## src/common/rxcl_defs.vh

```
// Register offsets, field positions, reset values and bus responses for the receive channel latch bank
`ifndef RXCL_DEFS_VH
`define RXCL_DEFS_VH

// ----------------------------------------
// Register byte offsets (one word per channel group)
// ----------------------------------------
`define RXCL_STATIC0_C 8'h00
`define RXCL_STATIC1_C 8'h04
`define RXCL_DYNAMIC_C 8'h08
`define RXCL_STATIC0_D 8'h0C
`define RXCL_STATIC1_D 8'h10
`define RXCL_DYNAMIC_D 8'h14
`define RXCL_STATUS 8'h18

// ----------------------------------------
// Field positions
// ----------------------------------------
`define RXCL_RATE_BIT 0
`define RXCL_TRG_BIT 0
`define RXCL_PDET_LO 2
`define RXCL_SDET_LO 4
`define RXCL_ROE1_BIT 1
`define RXCL_ROE2_BIT 2
`define RXCL_BIST0_BIT 4
`define RXCL_RXEN_BIT 5
`define RXCL_BIST1_BIT 6

// ----------------------------------------
// Reset values
// ----------------------------------------
`define RXCL_RATE_RST 1'h1
`define RXCL_DET_RST 2'h2
`define RXCL_TRG_RST 1'h0
`define RXCL_RXEN_RST 1'h0
`define RXCL_BIST_RST 2'h3
`define RXCL_ROE_RST 1'h0

// ----------------------------------------
// Bus responses
// ----------------------------------------
`define RXCL_RESP_OKAY 2'h0
`define RXCL_RESP_SLVERR 2'h2

`endif

```

## src/verilog/rxcl_latch_bank.v

```verilog
// Receive and reclocker channel configuration latches behind an AXI4-Lite slave
// Notes on behaviour
// - Rate one: receive clock pair at half rate
// - Rate zero: receive clock pair at full rate
// - Primary detect select two bits, resets 10
// - Code 00 disables detector, others set thresholds
// - Secondary detect select same encoding, resets 10
// - Training multiplier resets 0; one doubles clock
// - Receive enable resets 0; zero powers down
// - Selftest 01 video, 10 selftest with video
// - Secondary reclock enable resets 0, gates driver
// - Primary reclock enable resets 0, gates driver
// - Both drivers off powers down channel logic
// - Reset disables every serial output driver
// - Receive clock rate resets to half rate
`timescale 1ns/1ps
`default_nettype none
`include "rxcl_defs.vh"

module rxcl_latch_bank (
	input wire aclk,
	input wire aresetn,
	input wire [7:0] s_axi_awaddr,
	input wire s_axi_awvalid,
	output reg s_axi_awready,
	input wire [31:0] s_axi_wdata,
	input wire [3:0] s_axi_wstrb,
	input wire s_axi_wvalid,
	output reg s_axi_wready,
	output reg [1:0] s_axi_bresp,
	output reg s_axi_bvalid,
	input wire s_axi_bready,
	input wire [7:0] s_axi_araddr,
	input wire s_axi_arvalid,
	output reg s_axi_arready,
	output reg [31:0] s_axi_rdata,
	output reg [1:0] s_axi_rresp,
	output reg s_axi_rvalid,
	input wire s_axi_rready,
	input wire [1:0] speed_range_select_pin,
	output reg [1:0] rx_clock_rate_select,
	output reg [3:0] primary_detect_threshold,
	output reg [3:0] secondary_detect_threshold,
	output reg [1:0] primary_detector_enable,
	output reg [1:0] secondary_detector_enable,
	output reg [1:0] training_clock_multiplier,
	output reg [1:0] receive_channel_enable,
	output reg [3:0] receive_selftest_mode,
	output reg [1:0] selftest_active,
	output reg [1:0] reclock_primary_out_enable,
	output reg [1:0] reclock_secondary_out_enable,
	output reg [1:0] reclock_logic_power_down
);

	// ----------------------------------------
	// Latch storage, index 0 is channel C, index 1 is channel D
	// ----------------------------------------
	reg [1:0] rate_q;
	reg [3:0] pdet_q;
	reg [3:0] sdet_q;
	reg [1:0] trg_q;
	reg [1:0] rxen_q;
	reg [3:0] bist_q;
	reg [1:0] roe1_q;
	reg [1:0] roe2_q;
	reg [1:0] bad_combo_q;

	// Write channel state
	reg aw_held_q;
	reg w_held_q;
	reg [7:0] aw_addr_q;
	reg [31:0] w_data_q;
	reg [3:0] w_strb_q;

	// Speed select pins pass three flops; a change counts once stages two and three agree
	reg [1:0] spd_s1_q;
	reg [1:0] spd_s2_q;
	reg [1:0] spd_s3_q;
	reg [1:0] spd_q;

	wire aw_ok = aw_held_q | s_axi_awvalid;
	wire w_ok = w_held_q | s_axi_wvalid;
	wire [7:0] wr_addr = aw_held_q ? aw_addr_q : s_axi_awaddr;
	wire [3:0] wr_strb = w_held_q ? w_strb_q : s_axi_wstrb;
	wire do_write = aw_ok & w_ok & ~s_axi_bvalid;
	// Every field sits in byte lane 0, so only strobe bit 0 matters
	wire lane0 = wr_strb[0];

	// Address decode shared by the read and write paths
	function [2:0] rxcl_decode;
		input [7:0] addr;
		begin
			if (addr == `RXCL_STATIC0_C) begin
				rxcl_decode = 3'h0;
			end else if (addr == `RXCL_STATIC1_C) begin
				rxcl_decode = 3'h1;
			end else if (addr == `RXCL_DYNAMIC_C) begin
				rxcl_decode = 3'h2;
			end else if (addr == `RXCL_STATIC0_D) begin
				rxcl_decode = 3'h3;
			end else if (addr == `RXCL_STATIC1_D) begin
				rxcl_decode = 3'h4;
			end else if (addr == `RXCL_DYNAMIC_D) begin
				rxcl_decode = 3'h5;
			end else if (addr == `RXCL_STATUS) begin
				rxcl_decode = 3'h6;
			end else begin
				rxcl_decode = 3'h7;
			end
		end
	endfunction

	// Decoded selects; code 6 is the status word and code 7 is unmapped
	wire [2:0] wsel = rxcl_decode(wr_addr);
	wire [2:0] rsel = rxcl_decode(s_axi_araddr);
	wire wr_hit_ch = (wsel == 3'h3) | (wsel == 3'h4) | (wsel == 3'h5);
	wire wr_ch = wr_hit_ch;
	wire [1:0] wr_kind = (wsel == 3'h0 || wsel == 3'h3) ? 2'h0 : (wsel == 3'h1 || wsel == 3'h4) ? 2'h1 : 2'h2;
	wire wr_mapped = (wsel != 3'h7) & (wsel != 3'h6);

	// ----------------------------------------
	// Channel merge helper
	// ----------------------------------------
	// One-bit latches of both channels share a vector, so a write must touch only the addressed slot
	function [1:0] rxcl_merge;
		input [1:0] old;
		input [1:0] mask;
		input val;
		begin
			rxcl_merge = (old & ~mask) | (mask & {2{val}});
		end
	endfunction

	// ----------------------------------------
	// Write address and data capture, either order
	// ----------------------------------------
	always @(posedge aclk) begin
		if (!aresetn) begin
			aw_held_q <= 1'b0;
			w_held_q <= 1'b0;
			aw_addr_q <= 8'h00;
			w_data_q <= 32'h0000_0000;
			w_strb_q <= 4'h0;
			s_axi_awready <= 1'b0;
			s_axi_wready <= 1'b0;
			s_axi_bvalid <= 1'b0;
			s_axi_bresp <= `RXCL_RESP_OKAY;
		end else begin
			s_axi_awready <= 1'b0;
			s_axi_wready <= 1'b0;
			if (s_axi_awvalid && !aw_held_q && !s_axi_awready && !s_axi_bvalid) begin
				aw_held_q <= 1'b1;
				aw_addr_q <= s_axi_awaddr;
				s_axi_awready <= 1'b1;
			end
			if (s_axi_wvalid && !w_held_q && !s_axi_wready && !s_axi_bvalid) begin
				w_held_q <= 1'b1;
				w_data_q <= s_axi_wdata;
				w_strb_q <= s_axi_wstrb;
				s_axi_wready <= 1'b1;
			end
			// Commit only once both halves are registered, so readies stay one-cycle pulses
			if (aw_held_q && w_held_q && !s_axi_bvalid) begin
				aw_held_q <= 1'b0;
				w_held_q <= 1'b0;
				s_axi_bvalid <= 1'b1;
				s_axi_bresp <= wr_mapped ? `RXCL_RESP_OKAY : `RXCL_RESP_SLVERR;
			end else if (s_axi_bvalid && s_axi_bready) begin
				s_axi_bvalid <= 1'b0;
			end
		end
	end

	// A cleared lane strobe or an unmapped offset still answers but leaves every latch alone
	wire commit = do_write & aw_held_q & w_held_q & wr_mapped & lane0;
	wire [1:0] cm = wr_ch ? 2'b10 : 2'b01;

	// ----------------------------------------
	// Configuration latches
	// ----------------------------------------
	// Each latch keeps its value until rewritten or reset
	always @(posedge aclk) begin
		if (!aresetn) begin
			// Power-up values: half-rate clock, mid thresholds, receiver off, drivers off
			rate_q <= {2{`RXCL_RATE_RST}};
			pdet_q <= {2{`RXCL_DET_RST}};
			sdet_q <= {2{`RXCL_DET_RST}};
			trg_q <= {2{`RXCL_TRG_RST}};
			rxen_q <= {2{`RXCL_RXEN_RST}};
			bist_q <= {2{`RXCL_BIST_RST}};
			roe1_q <= {2{`RXCL_ROE_RST}};
			roe2_q <= {2{`RXCL_ROE_RST}};
		end else if (commit) begin
			if (wr_kind == 2'h0) begin
				rate_q <= rxcl_merge(rate_q, cm, w_data_q[`RXCL_RATE_BIT]);
			end else if (wr_kind == 2'h1) begin
				trg_q <= rxcl_merge(trg_q, cm, w_data_q[`RXCL_TRG_BIT]);
				if (wr_ch) begin
					pdet_q[3:2] <= w_data_q[`RXCL_PDET_LO+1:`RXCL_PDET_LO];
					sdet_q[3:2] <= w_data_q[`RXCL_SDET_LO+1:`RXCL_SDET_LO];
				end else begin
					pdet_q[1:0] <= w_data_q[`RXCL_PDET_LO+1:`RXCL_PDET_LO];
					sdet_q[1:0] <= w_data_q[`RXCL_SDET_LO+1:`RXCL_SDET_LO];
				end
			end else begin
				rxen_q <= rxcl_merge(rxen_q, cm, w_data_q[`RXCL_RXEN_BIT]);
				roe1_q <= rxcl_merge(roe1_q, cm, w_data_q[`RXCL_ROE1_BIT]);
				roe2_q <= rxcl_merge(roe2_q, cm, w_data_q[`RXCL_ROE2_BIT]);
				// Selftest codes 00 and 11 pass through as written; avoiding them is the host's duty
				if (wr_ch) begin
					bist_q[3:2] <= {w_data_q[`RXCL_BIST1_BIT], w_data_q[`RXCL_BIST0_BIT]};
				end else begin
					bist_q[1:0] <= {w_data_q[`RXCL_BIST1_BIT], w_data_q[`RXCL_BIST0_BIT]};
				end
			end
		end
	end

	// ----------------------------------------
	// Speed select synchroniser and reserved-combination flag
	// ----------------------------------------
	// The flag only reports a host slip; the doubled setting is still passed on as written
	// The held speed flips only once both late stages agree, so a one-cycle glitch never counts
	always @(posedge aclk) begin
		if (!aresetn) begin
			spd_s1_q <= 2'b00;
			spd_s2_q <= 2'b00;
			spd_s3_q <= 2'b00;
			spd_q <= 2'b00;
			bad_combo_q <= 2'b00;
		end else begin
			spd_s1_q <= speed_range_select_pin;
			spd_s2_q <= spd_s1_q;
			spd_s3_q <= spd_s2_q;
			spd_q <= (spd_s2_q & spd_s3_q) | (spd_q & (spd_s2_q | spd_s3_q));
			bad_combo_q <= trg_q & ~spd_q;
		end
	end

	// ----------------------------------------
	// Registered control outputs
	// ----------------------------------------
	always @(posedge aclk) begin
		if (!aresetn) begin
			rx_clock_rate_select <= {2{`RXCL_RATE_RST}};
			primary_detect_threshold <= {2{`RXCL_DET_RST}};
			secondary_detect_threshold <= {2{`RXCL_DET_RST}};
			primary_detector_enable <= 2'b11;
			secondary_detector_enable <= 2'b11;
			training_clock_multiplier <= 2'b00;
			receive_channel_enable <= 2'b00;
			receive_selftest_mode <= {2{`RXCL_BIST_RST}};
			selftest_active <= 2'b00;
			// Reset forces every serial driver off regardless of latch contents
			reclock_primary_out_enable <= 2'b00;
			reclock_secondary_out_enable <= 2'b00;
			reclock_logic_power_down <= 2'b11;
		end else begin
			// One selects half rate, zero full rate for the recovered clock pair
			rx_clock_rate_select <= rate_q;
			primary_detect_threshold <= pdet_q;
			secondary_detect_threshold <= sdet_q;
			// Code 00 turns the analog detector off
			primary_detector_enable <= {|pdet_q[3:2], |pdet_q[1:0]};
			secondary_detector_enable <= {|sdet_q[3:2], |sdet_q[1:0]};
			training_clock_multiplier <= trg_q;
			receive_channel_enable <= rxen_q;
			receive_selftest_mode <= bist_q;
			// Only code 10 runs selftest; 01 is plain video reception
			selftest_active <= {bist_q[3:2] == 2'b10, bist_q[1:0] == 2'b10};
			reclock_primary_out_enable <= roe1_q;
			reclock_secondary_out_enable <= roe2_q;
			// A channel with both drivers off also sleeps its reclock logic
			reclock_logic_power_down <= ~(roe1_q | roe2_q);
		end
	end

	// ----------------------------------------
	// Read channel
	// ----------------------------------------
	// Latches are write-only on the device, so readback mirrors them for software
	reg [31:0] rd_word;
	always @* begin
		rd_word = 32'h0000_0000;
		if (rsel == 3'h0) begin
			rd_word[`RXCL_RATE_BIT] = rate_q[0];
		end else if (rsel == 3'h1) begin
			rd_word[`RXCL_TRG_BIT] = trg_q[0];
			rd_word[`RXCL_PDET_LO+1:`RXCL_PDET_LO] = pdet_q[1:0];
			rd_word[`RXCL_SDET_LO+1:`RXCL_SDET_LO] = sdet_q[1:0];
		end else if (rsel == 3'h2) begin
			rd_word[`RXCL_ROE1_BIT] = roe1_q[0];
			rd_word[`RXCL_ROE2_BIT] = roe2_q[0];
			rd_word[`RXCL_BIST0_BIT] = bist_q[0];
			rd_word[`RXCL_RXEN_BIT] = rxen_q[0];
			rd_word[`RXCL_BIST1_BIT] = bist_q[1];
		end else if (rsel == 3'h3) begin
			rd_word[`RXCL_RATE_BIT] = rate_q[1];
		end else if (rsel == 3'h4) begin
			rd_word[`RXCL_TRG_BIT] = trg_q[1];
			rd_word[`RXCL_PDET_LO+1:`RXCL_PDET_LO] = pdet_q[3:2];
			rd_word[`RXCL_SDET_LO+1:`RXCL_SDET_LO] = sdet_q[3:2];
		end else if (rsel == 3'h5) begin
			rd_word[`RXCL_ROE1_BIT] = roe1_q[1];
			rd_word[`RXCL_ROE2_BIT] = roe2_q[1];
			rd_word[`RXCL_BIST0_BIT] = bist_q[2];
			rd_word[`RXCL_RXEN_BIT] = rxen_q[1];
			rd_word[`RXCL_BIST1_BIT] = bist_q[3];
		end else if (rsel == 3'h6) begin
			rd_word[7:0] = {2'b00, reclock_logic_power_down, bad_combo_q, spd_q};
		end
	end

	// One read in flight; data are raised only after the address handshake, never alongside it
	always @(posedge aclk) begin
		if (!aresetn) begin
			s_axi_arready <= 1'b0;
			s_axi_rvalid <= 1'b0;
			s_axi_rdata <= 32'h0000_0000;
			s_axi_rresp <= `RXCL_RESP_OKAY;
		end else begin
			s_axi_arready <= 1'b0;
			if (s_axi_arvalid && !s_axi_arready && !s_axi_rvalid) begin
				s_axi_arready <= 1'b1;
				s_axi_rdata <= rd_word;
				s_axi_rresp <= (rsel == 3'h7) ? `RXCL_RESP_SLVERR : `RXCL_RESP_OKAY;
			end else if (s_axi_arready) begin
				// Address taken at this edge
				s_axi_rvalid <= 1'b1;
			end else if (s_axi_rvalid && s_axi_rready) begin
				s_axi_rvalid <= 1'b0;
			end
		end
	end

endmodule
`default_nettype wire
```

## config.mk

```make
export PLATFORM = sky130hd
export DESIGN_NAME = rxcl_latch_bank
export DESIGN_NICKNAME = d
export VERILOG_FILES = /design/src/verilog/rxcl_latch_bank.v
export VERILOG_INCLUDE_DIRS = /design/src /design/src/common
export SDC_FILE = /design/constraint.sdc
export NUM_CORES = 1
export LEC_CHECK = 0
export ABC_CLOCK_PERIOD_IN_PS = 2100
export BUFFER_PORTS_ARGS = -buffer_cell sky130_fd_sc_hd__buf_4
export CORE_ASPECT_RATIO = 2
export CORE_MARGIN = 2
export CORE_UTILIZATION = 31
export CTS_BUF_LIST = sky130_fd_sc_hd__clkbuf_4
export DETAILED_ROUTE_END_ITERATION = 10
export HOLD_SLACK_MARGIN = 0.06
export MAX_ROUTING_LAYER = met4
export PLACE_DENSITY = 0.58
export SLEW_MARGIN = 10
export SYNTH_ARGS = -nofsm -noshare
export SYNTH_HDL_FRONTEND = slang
export SYNTH_SLANG_ARGS = --single-unit
```

## constraint.sdc

```tcl
create_clock -name aclk -period 2.1 [get_ports aclk]
set_input_delay 0.105 -clock aclk [delete_from_list [all_inputs] [get_ports aclk]]
set_output_delay 0.105 -clock aclk [all_outputs]
set_load 0.005 [all_outputs]
```

==> summary.md, run 1 <==
| Metric | Value |
|---|---|
| Post-Synthesis Cells | `413` |
| Min Hold Slack | `0.0867 ns` |
| Sequential Area | `1880 um^2` |
| Seq/Total Area, Yosys | `0.511` |
| Non-filler cells in the finished layout | `~670` |
| CTS buffer count | `9` |
| Clock buffer depth | `2` |
| Worst EP required | `2.44 ns` |
| DRT Wirelength | `9930 um` |
| Worst VDD drop | `0.291 mV` |
| Worst path arrival time | `2.35 ns` |
| LEAKAGE | `2.10 nW` |
| Setup Viol. Count Final | `0` |
| Routed Antenna Nets | `0` |
| Drc violations | `0` |
| Pin count of the biggest net entering global routing | `33` |
| Worst Max-Slew Pin Slew | `0.579 ns` |
| Placed Cells | `631` |
| Mux contribution to synthesized area | `0.0390` |
| DIE WIDTH | `81.1 um` |
| IO Port Bufs | `76` |
| Kind of critical path | `reg -> reg` |
| Max capacitance violation total | `0` |
| Max Clk Rate | `~0.50 GHz` |
| Tcrit/Tclk final | `0.955` |
| Worst-path cell chain | `or4_4 > o2bb2a_4 > or4b_1 > mux2i_1` |
| GPL Wtd Cong | `roughly 0.9` |
| Core Region | `between 10000 and 15000 um^2` |
| Vias in the first global route | `around 3100` |
| DR WL/cell | `14.8 um` |
| Setup skew after layout | `about 0.030 ns` |
| Layout cell share with drive strength beyond 1 | `0.232` |
| Final Util | `0.414` |
| Initial drt markers | `around 130` |
| Launch point of the worst path | `aw_addr_q[0]` |
| FF-to-FF Start | `aw_addr_q[0]` |
| #FFs+latches synth | `94` |
| Rel. slew slack | `0.609` |
| Fin crit period | `approximately 2.0 ns` |
| Cell Area, Synth | `~3700 um^2` |
| Antenna violations before repair | `1` |
| Standard-cell rows | `56` |
| Clock sink total | `94` |
| FF-to-FF path depth | `4` |
| HPWL Detailed | `a little under 8000 um` |
| Final worst slack | `0.0936 ns` |
| Combinational family with the most area after synthesis | `simple AND/OR/NAND/NOR gates` |
| Die Y | `158 um` |
| Run status | `finished, final reports clean` |
| Critical Path Fanout Max | `6` |
| CTS clk-pin slew, worst paths | `0.15 ns` |
| Post-synth top flop | `dfxtp_1` |
| Worst path slowest cell | `or4b_1` |
| H-tree depth | `3` |
| Largest stage delay, worst path | `0.60 ns` |
| Fin area | `a little under 5000 um^2` |
| Average size of a mapped cell | `8.93 um^2` |
| Clk_lat worst skew | `0.45 ns` |
| DR vias/cell | `4.74` |
| Synth Area in Simple Gates | `0.219` |
| Number of flops mapped to enable cells by yosys | `0` |
| First-pass GRT wire length | `15200 um` |
| Via count | `about 3200` |
| Total Neg Setup Slack | `0 ns` |
| Power Density | `roughly 700 nW/um^2` |
| Die area | `12800 um^2` |
| GR Overflow Total | `0` |
| CTS tree | `done` |
| Reg-to-reg setup timing slack | `0.09 ns` |
| Final hold violations | `0` |
| DP Worst Slack | `0.000230 ns` |
| Synth Area in Adders | `0` |
| Fin. max-slew vios | `0` |
| CTS root buffer | `clkbuf_4` |
| Multi-input logic area | `between 1500 and 2000 um^2` |
| Post-synthesis xor/xnor area fraction | `0` |
| Initial Util | `0.317` |
| FILL cells | `about 1200` |
| Worst flop-to-flop path endpoint | `bist_q[3]` |
| Cell Area, Placed | `4390 um^2` |
| I/O pins | `132` |
| Total GRT Usage | `0.165` |
| RSZ-0062 raised after global routing | `false` |
| Synth cell types | `48` |
| CP Launch Type | `flip-flop` |
| Total power | `around 3.4 mW` |
| Ys async rst share | `0` |
| Setup bufs post-CTS | `0` |
| First-pass DRT Iterations | `4` |
| Worst hold path class | `in -> reg` |
| Layout Nets | `582` |
| YS warnings | `0` |
| Synth Area in Compound Gates | `0.137` |
| Layout area overhead | `30.6%` |
| Crit. End Element | `flip-flop` |
| End of the critical path | `bist_q[3]` |
worst min path at each step:
stage,startpoint,to,depth (start not counted)
finish,s_axi_wvalid,w_held_q,4
global route,s_axi_wvalid,w_data_q[0],4
CTS,s_axi_wvalid,w_held_q,4
detailed placement,speed_range_select_pin[1],spd_s1_q[1],2
global placement,speed_range_select_pin[1],spd_s1_q[1],2
floorplan,aresetn,rx_clock_rate_select[1],1
metal layers:
| metal | GRT usage | part of all wire | vias to the layer above |
|---|---|---|---|
| li1 | - | - | 1574 |
| met1 | 0.145 | 0.34 | 1489 |
| met2 | 0.317 | 0.58 | 100 |
| met3 | 0.0222 | 0.041 | 23 |
| met4 | 0.0985 | 0.044 | 0 |
| met5 | - | 0 | - |
power breakdown:
part           total (mW)  switching (mW)  internal [mW]
combinational       0.386           0.198          0.188
clock                1.12           0.620          0.505
sequential           1.87          0.0448           1.83
worst max-delay path, delay by kind of cell, from the launching register on:
kind | cells | cell delay, ns
simple gates | 2 | 1.14
flops | 1 | 0.35
compound gates | 1 | 0.24
mux | 1 | 0.17
logic make-up after synthesis:
family | after synthesis
flops | 94
other cells | 1
mux | 14
simple gates | 160
compound gates | 80
buf+inv | 64
cells in the final DEF (no fill, tap or decap), drive strengths merged, types with 3 or more instances in the layout:
cell type and n:
a21oi 35, nor4 3, nor2b 4, mux2i 11, nor2 32, dlygate4sd3 24, a211oi 3, or4b 3
and3 4, buf 91, dfxtp 94, inv 21, conb 27, o211ai 3, nand2b 10, clkbuf 10
and2 13, a221oi 6, nand3b 3, nor4b 3, o21ai 15, mux2 3, nand3 9, nand2 62
o31ai 7, or4 4
cells in the mapped netlist, types with 2 or more instances:
cell type  count  share of area
buf_4         27          0.055
dfxtp_1       94           0.51
or4b_2         2         0.0054
nand2b_1      10          0.017
inv_1         20          0.020
o2111ai_1      2         0.0048
nand3_1        9          0.012
and3_1         4         0.0068
o21ai_0       15          0.020
buf_2          2         0.0027
or2_2          2         0.0034
mux2i_1       11          0.030
nor4b_1        2         0.0048
o31ai_1        7          0.014
nor2b_1        4         0.0068
a211oi_1       3         0.0061
nand2_1       62          0.063
or3_1          2         0.0034
a32o_1         2         0.0054
or4_1          3         0.0061
mux2_2         3         0.0092
nand3b_1       3         0.0061
a21oi_1       35          0.048
o211ai_1       3         0.0061
clkbuf_1      14          0.014
nor4_1         2         0.0034
and2_1        13          0.022
nor2_1        32          0.033
a221oi_1       6          0.014
final cells by class:
| type | instances | share of cell area |
|---|---|---|
| inverters | 20 | 0.0156 |
| clock buffers | 10 | 0.0156 |
| well taps | 145 | 0.0377 |
| flip-flops and latches | 94 | 0.391 |
| clock inverters | 6 | 0.0195 |
| multi-input cells | 281 | 0.325 |
| diodes | 1 | 0.000520 |
| repair buffers | 115 | 0.194 |
repair_timing:
action,in CTS,in global routing
setup endpoints to repair,5,11
endpoints found under the hold margin,25,0
hold buffers,24,0
resized for setup,1,2
No activity file was read; power rests on OpenSTA's default activity.
==> run 2: changes to the inputs <==
--- a/config.mk
+++ b/config.mk
@@ -15,7 +15,7 @@
 export DETAILED_ROUTE_END_ITERATION = 10
 export HOLD_SLACK_MARGIN = 0.06
 export MAX_ROUTING_LAYER = met4
-export PLACE_DENSITY = 0.58
+export PLACE_DENSITY_LB_ADDON = 0.05
 export SLEW_MARGIN = 10
 export SYNTH_ARGS = -nofsm -noshare
 export SYNTH_HDL_FRONTEND = slang
==> run 2 against run 1 <==
Effect of this change: sequential cell count unchanged; hold slack better by 0.063 ns; routed wire length up 3.4%; sequential share of layout area down 0.68 points; clock skew down 0.013 ns; non-clock buffer count up 10; combinational power up 7.0%; register-to-register slack better by 0.04 ns; cell area up 1.7%; global-route usage up 0.66 points; count of clock-buffer cells in the layout unchanged; die area unchanged; largest cell class unchanged; highest routed layer unchanged.
==> summary.md, run 2 (synthesized netlist as in run 1, its figures left out) <==
| Metric | Value |
|---|---|
| Run status | `finished, final reports clean` |
| H-tree depth | `3 (unchanged)` |
| First-pass DRT Iterations | `5 (+1)` |
| GPL Wtd Cong | `0.844 (-3.9%)` |
| Fin. max-slew vios | `0 (unchanged)` |
| Worst VDD drop | `0.410 mV (+41%)` |
| Routed Antenna Nets | `0 (unchanged)` |
| Power Density | `697 nW/um^2 (-0.84%)` |
| GR Overflow Total | `0 (unchanged)` |
| Worst EP required | `2.43 ns (about the same)` |
| Fin area | `4890 um^2 (+1.7%)` |
| Setup skew after layout | `0.0175 ns (-0.0125 ns)` |
| CTS tree | `done` |
| Initial drt markers | `99 (-26%)` |
| Layout cell share with drive strength beyond 1 | `0.241 (+0.00873)` |
| Max capacitance violation total | `0 (unchanged)` |
| Tcrit/Tclk final | `0.936 (-0.0196)` |
| CTS clk-pin slew, worst paths | `0.15 ns (about the same)` |
| Total GRT Usage | `0.171 (+0.00663)` |
| Most frequent cells in the layout | `buf_4, dfxtp_1, nand2_1` |
| DR vias/cell | `4.61 (-2.7%)` |
| Worst path slowest cell | `or4_4` |
| Worst path arrival time | `2.30 ns (-0.05 ns)` |
| Die area | `12800 um^2 (unchanged)` |
| Most common cell after layout, fill and taps aside | `buf_4` |
| CP Launch Type | `flip-flop` |
| Initial Util | `0.317 (unchanged)` |
| Kind of critical path | `reg -> reg` |
| IO Port Bufs | `76 (unchanged)` |
| DRT Wirelength | `10300 um (+3.4%)` |
| Min Hold Slack | `0.150 ns (+0.0631 ns)` |
| Worst hold path class | `in -> reg` |
| Vias in the first global route | `3102 (-1.5%)` |
| Layout Nets | `592 (+1.7%)` |
| Total Neg Setup Slack | `0 ns (unchanged)` |
| Critical Path Fanout Max | `5 (-1)` |
| Fin crit period | `1.97 ns (-0.0412 ns)` |
| I/O pins | `132 (unchanged)` |
| Worst Max-Slew Pin Slew | `0.646 ns (+0.0672 ns)` |
| Largest stage delay, worst path | `0.61 ns (about the same)` |
| Worst-path cell chain | `or4_4 > o2bb2a_4 > or4_4 > mux2i_1` |
| Final hold violations | `0 (unchanged)` |
| Clock sink total | `94 (unchanged)` |
| Crit. End Element | `flip-flop` |
| Core Region | `11600 um^2 (unchanged)` |
| Clock buffer depth | `2 (unchanged)` |
| Via count | `3145 (-1.3%)` |
| Die Y | `158 um (unchanged)` |
| DIE WIDTH | `81.1 um (unchanged)` |
| Antenna violations before repair | `1 (unchanged)` |
| Pin count of the biggest net entering global routing | `34 (+3.0%)` |
| Setup bufs post-CTS | `0 (unchanged)` |
| Max Clk Rate | `0.509 GHz (+2.1%)` |
| CTS buffer count | `9 (unchanged)` |
| Rel. slew slack | `0.568 (-0.0403)` |
| Critical Path Most Common Cell | `or4_4` |
| Clk_lat worst skew | `0.44 ns (about the same)` |
| Cell Area, Placed | `4420 um^2 (+0.74%)` |
| Layout area overhead | `32.8%` |
| Drc violations | `0 (unchanged)` |
| Standard-cell rows | `56 (unchanged)` |
| First-pass GRT wire length | `15700 um (+3.8%)` |
| LEAKAGE | `2.14 nW (+2.3%)` |
| DR WL/cell | `15.1 um (+1.9%)` |
| CTS root buffer | `clkbuf_4` |
| RSZ-0062 raised after global routing | `false` |
| HPWL Detailed | `8160 um (+5.2%)` |
| Setup Viol. Count Final | `0 (unchanged)` |
-- run 2: changes by cell type in the layout (fill, tap and decap cells not counted) --
| cell | previous run | this run |
|---|---|---|
| or4b_4 | 0 | 1 |
| nor4b_1 | 2 | 1 |
| dfxtp_2 | 1 | 0 |
| inv_6 | 1 | 2 |
| dlygate4sd3_1 | 24 | 28 |
| nor4b_2 | 1 | 2 |
| buf_12 | 1 | 0 |
| or4b_1 | 1 | 0 |
| buf_4 | 90 | 97 |
| dfxtp_1 | 93 | 94 |
| clkinv_4 | 2 | 1 |
-- run 2: final cells by class --
cell class                      count  area (um^2)
Timing Repair Buffer              125         1010
Multi-Input combinational cell    281         1580
Antenna cell                        1         2.50
Tap cell                          145          181
Fill cell                        1251         6740
Clock buffer                       10         75.1
Sequential cell                    94         1880
Clock inverter                      6         93.8
Inverter                           20         75.1
-- run 2: stage by stage --
stage,worst slack [ns],power (mW),util,std cells
2_1_floorplan,0.120,2.13,-,439
3_3_place_gp,0.0314,2.27,0.380,637
3_5_place_dp,0.000713,2.28,0.380,637
4_1_cts,0.0473,3.46,0.419,681
5_1_grt,0.0389,3.58,0.421,682
6_report,0.135,3.41,0.421,682
-- run 2: path summary, 6_finish.rpt --
path	startpoint	to	slack, ns	depth (start not counted)
max	aw_addr_q[0]	flip-flop	0.13	4
min	s_axi_araddr[0]	s_axi_rdata[1]	0.15	4
max reg2reg	aw_addr_q[0]	flip-flop	0.13	4
min reg2reg	spd_s1_q[0]	spd_s2_q[0]	0.45	1
-- run 2: per-layer routing --
metal / global-route usage / up-vias / share of wire
met5: - / - / 0
met4: 0.102 / 0 / 0.051
met3: 0.0262 / 25 / 0.043
met2: 0.332 / 100 / 0.57
met1: 0.147 / 1432 / 0.33
li1: - / 1588 / -
-- run 2: power by group --
part	internal, mW	switching [mW]
clock	0.507	0.623
combinational	0.199	0.214
sequential	1.83	0.0400
-- run 2: critical path: cells and delay by family (launching register included) --
| family | cells | cell delay [ns] |
|---|---|---|
| compound gates | 1 | 0.23 |
| flops | 1 | 0.35 |
| mux | 1 | 0.15 |
| simple gates | 2 | 1.15 |
-- run 2: timing repair --
| item | in CTS | in global routing |
|---|---|---|
| resized for setup | 1 | 3 |
| hold buffers | 28 | 0 |
| setup endpoints to repair | 5 | 9 |
| hold endpoints to repair | 29 | 0 |
| pin swaps | 0 | 0 |
| cloned | 0 | 0 |
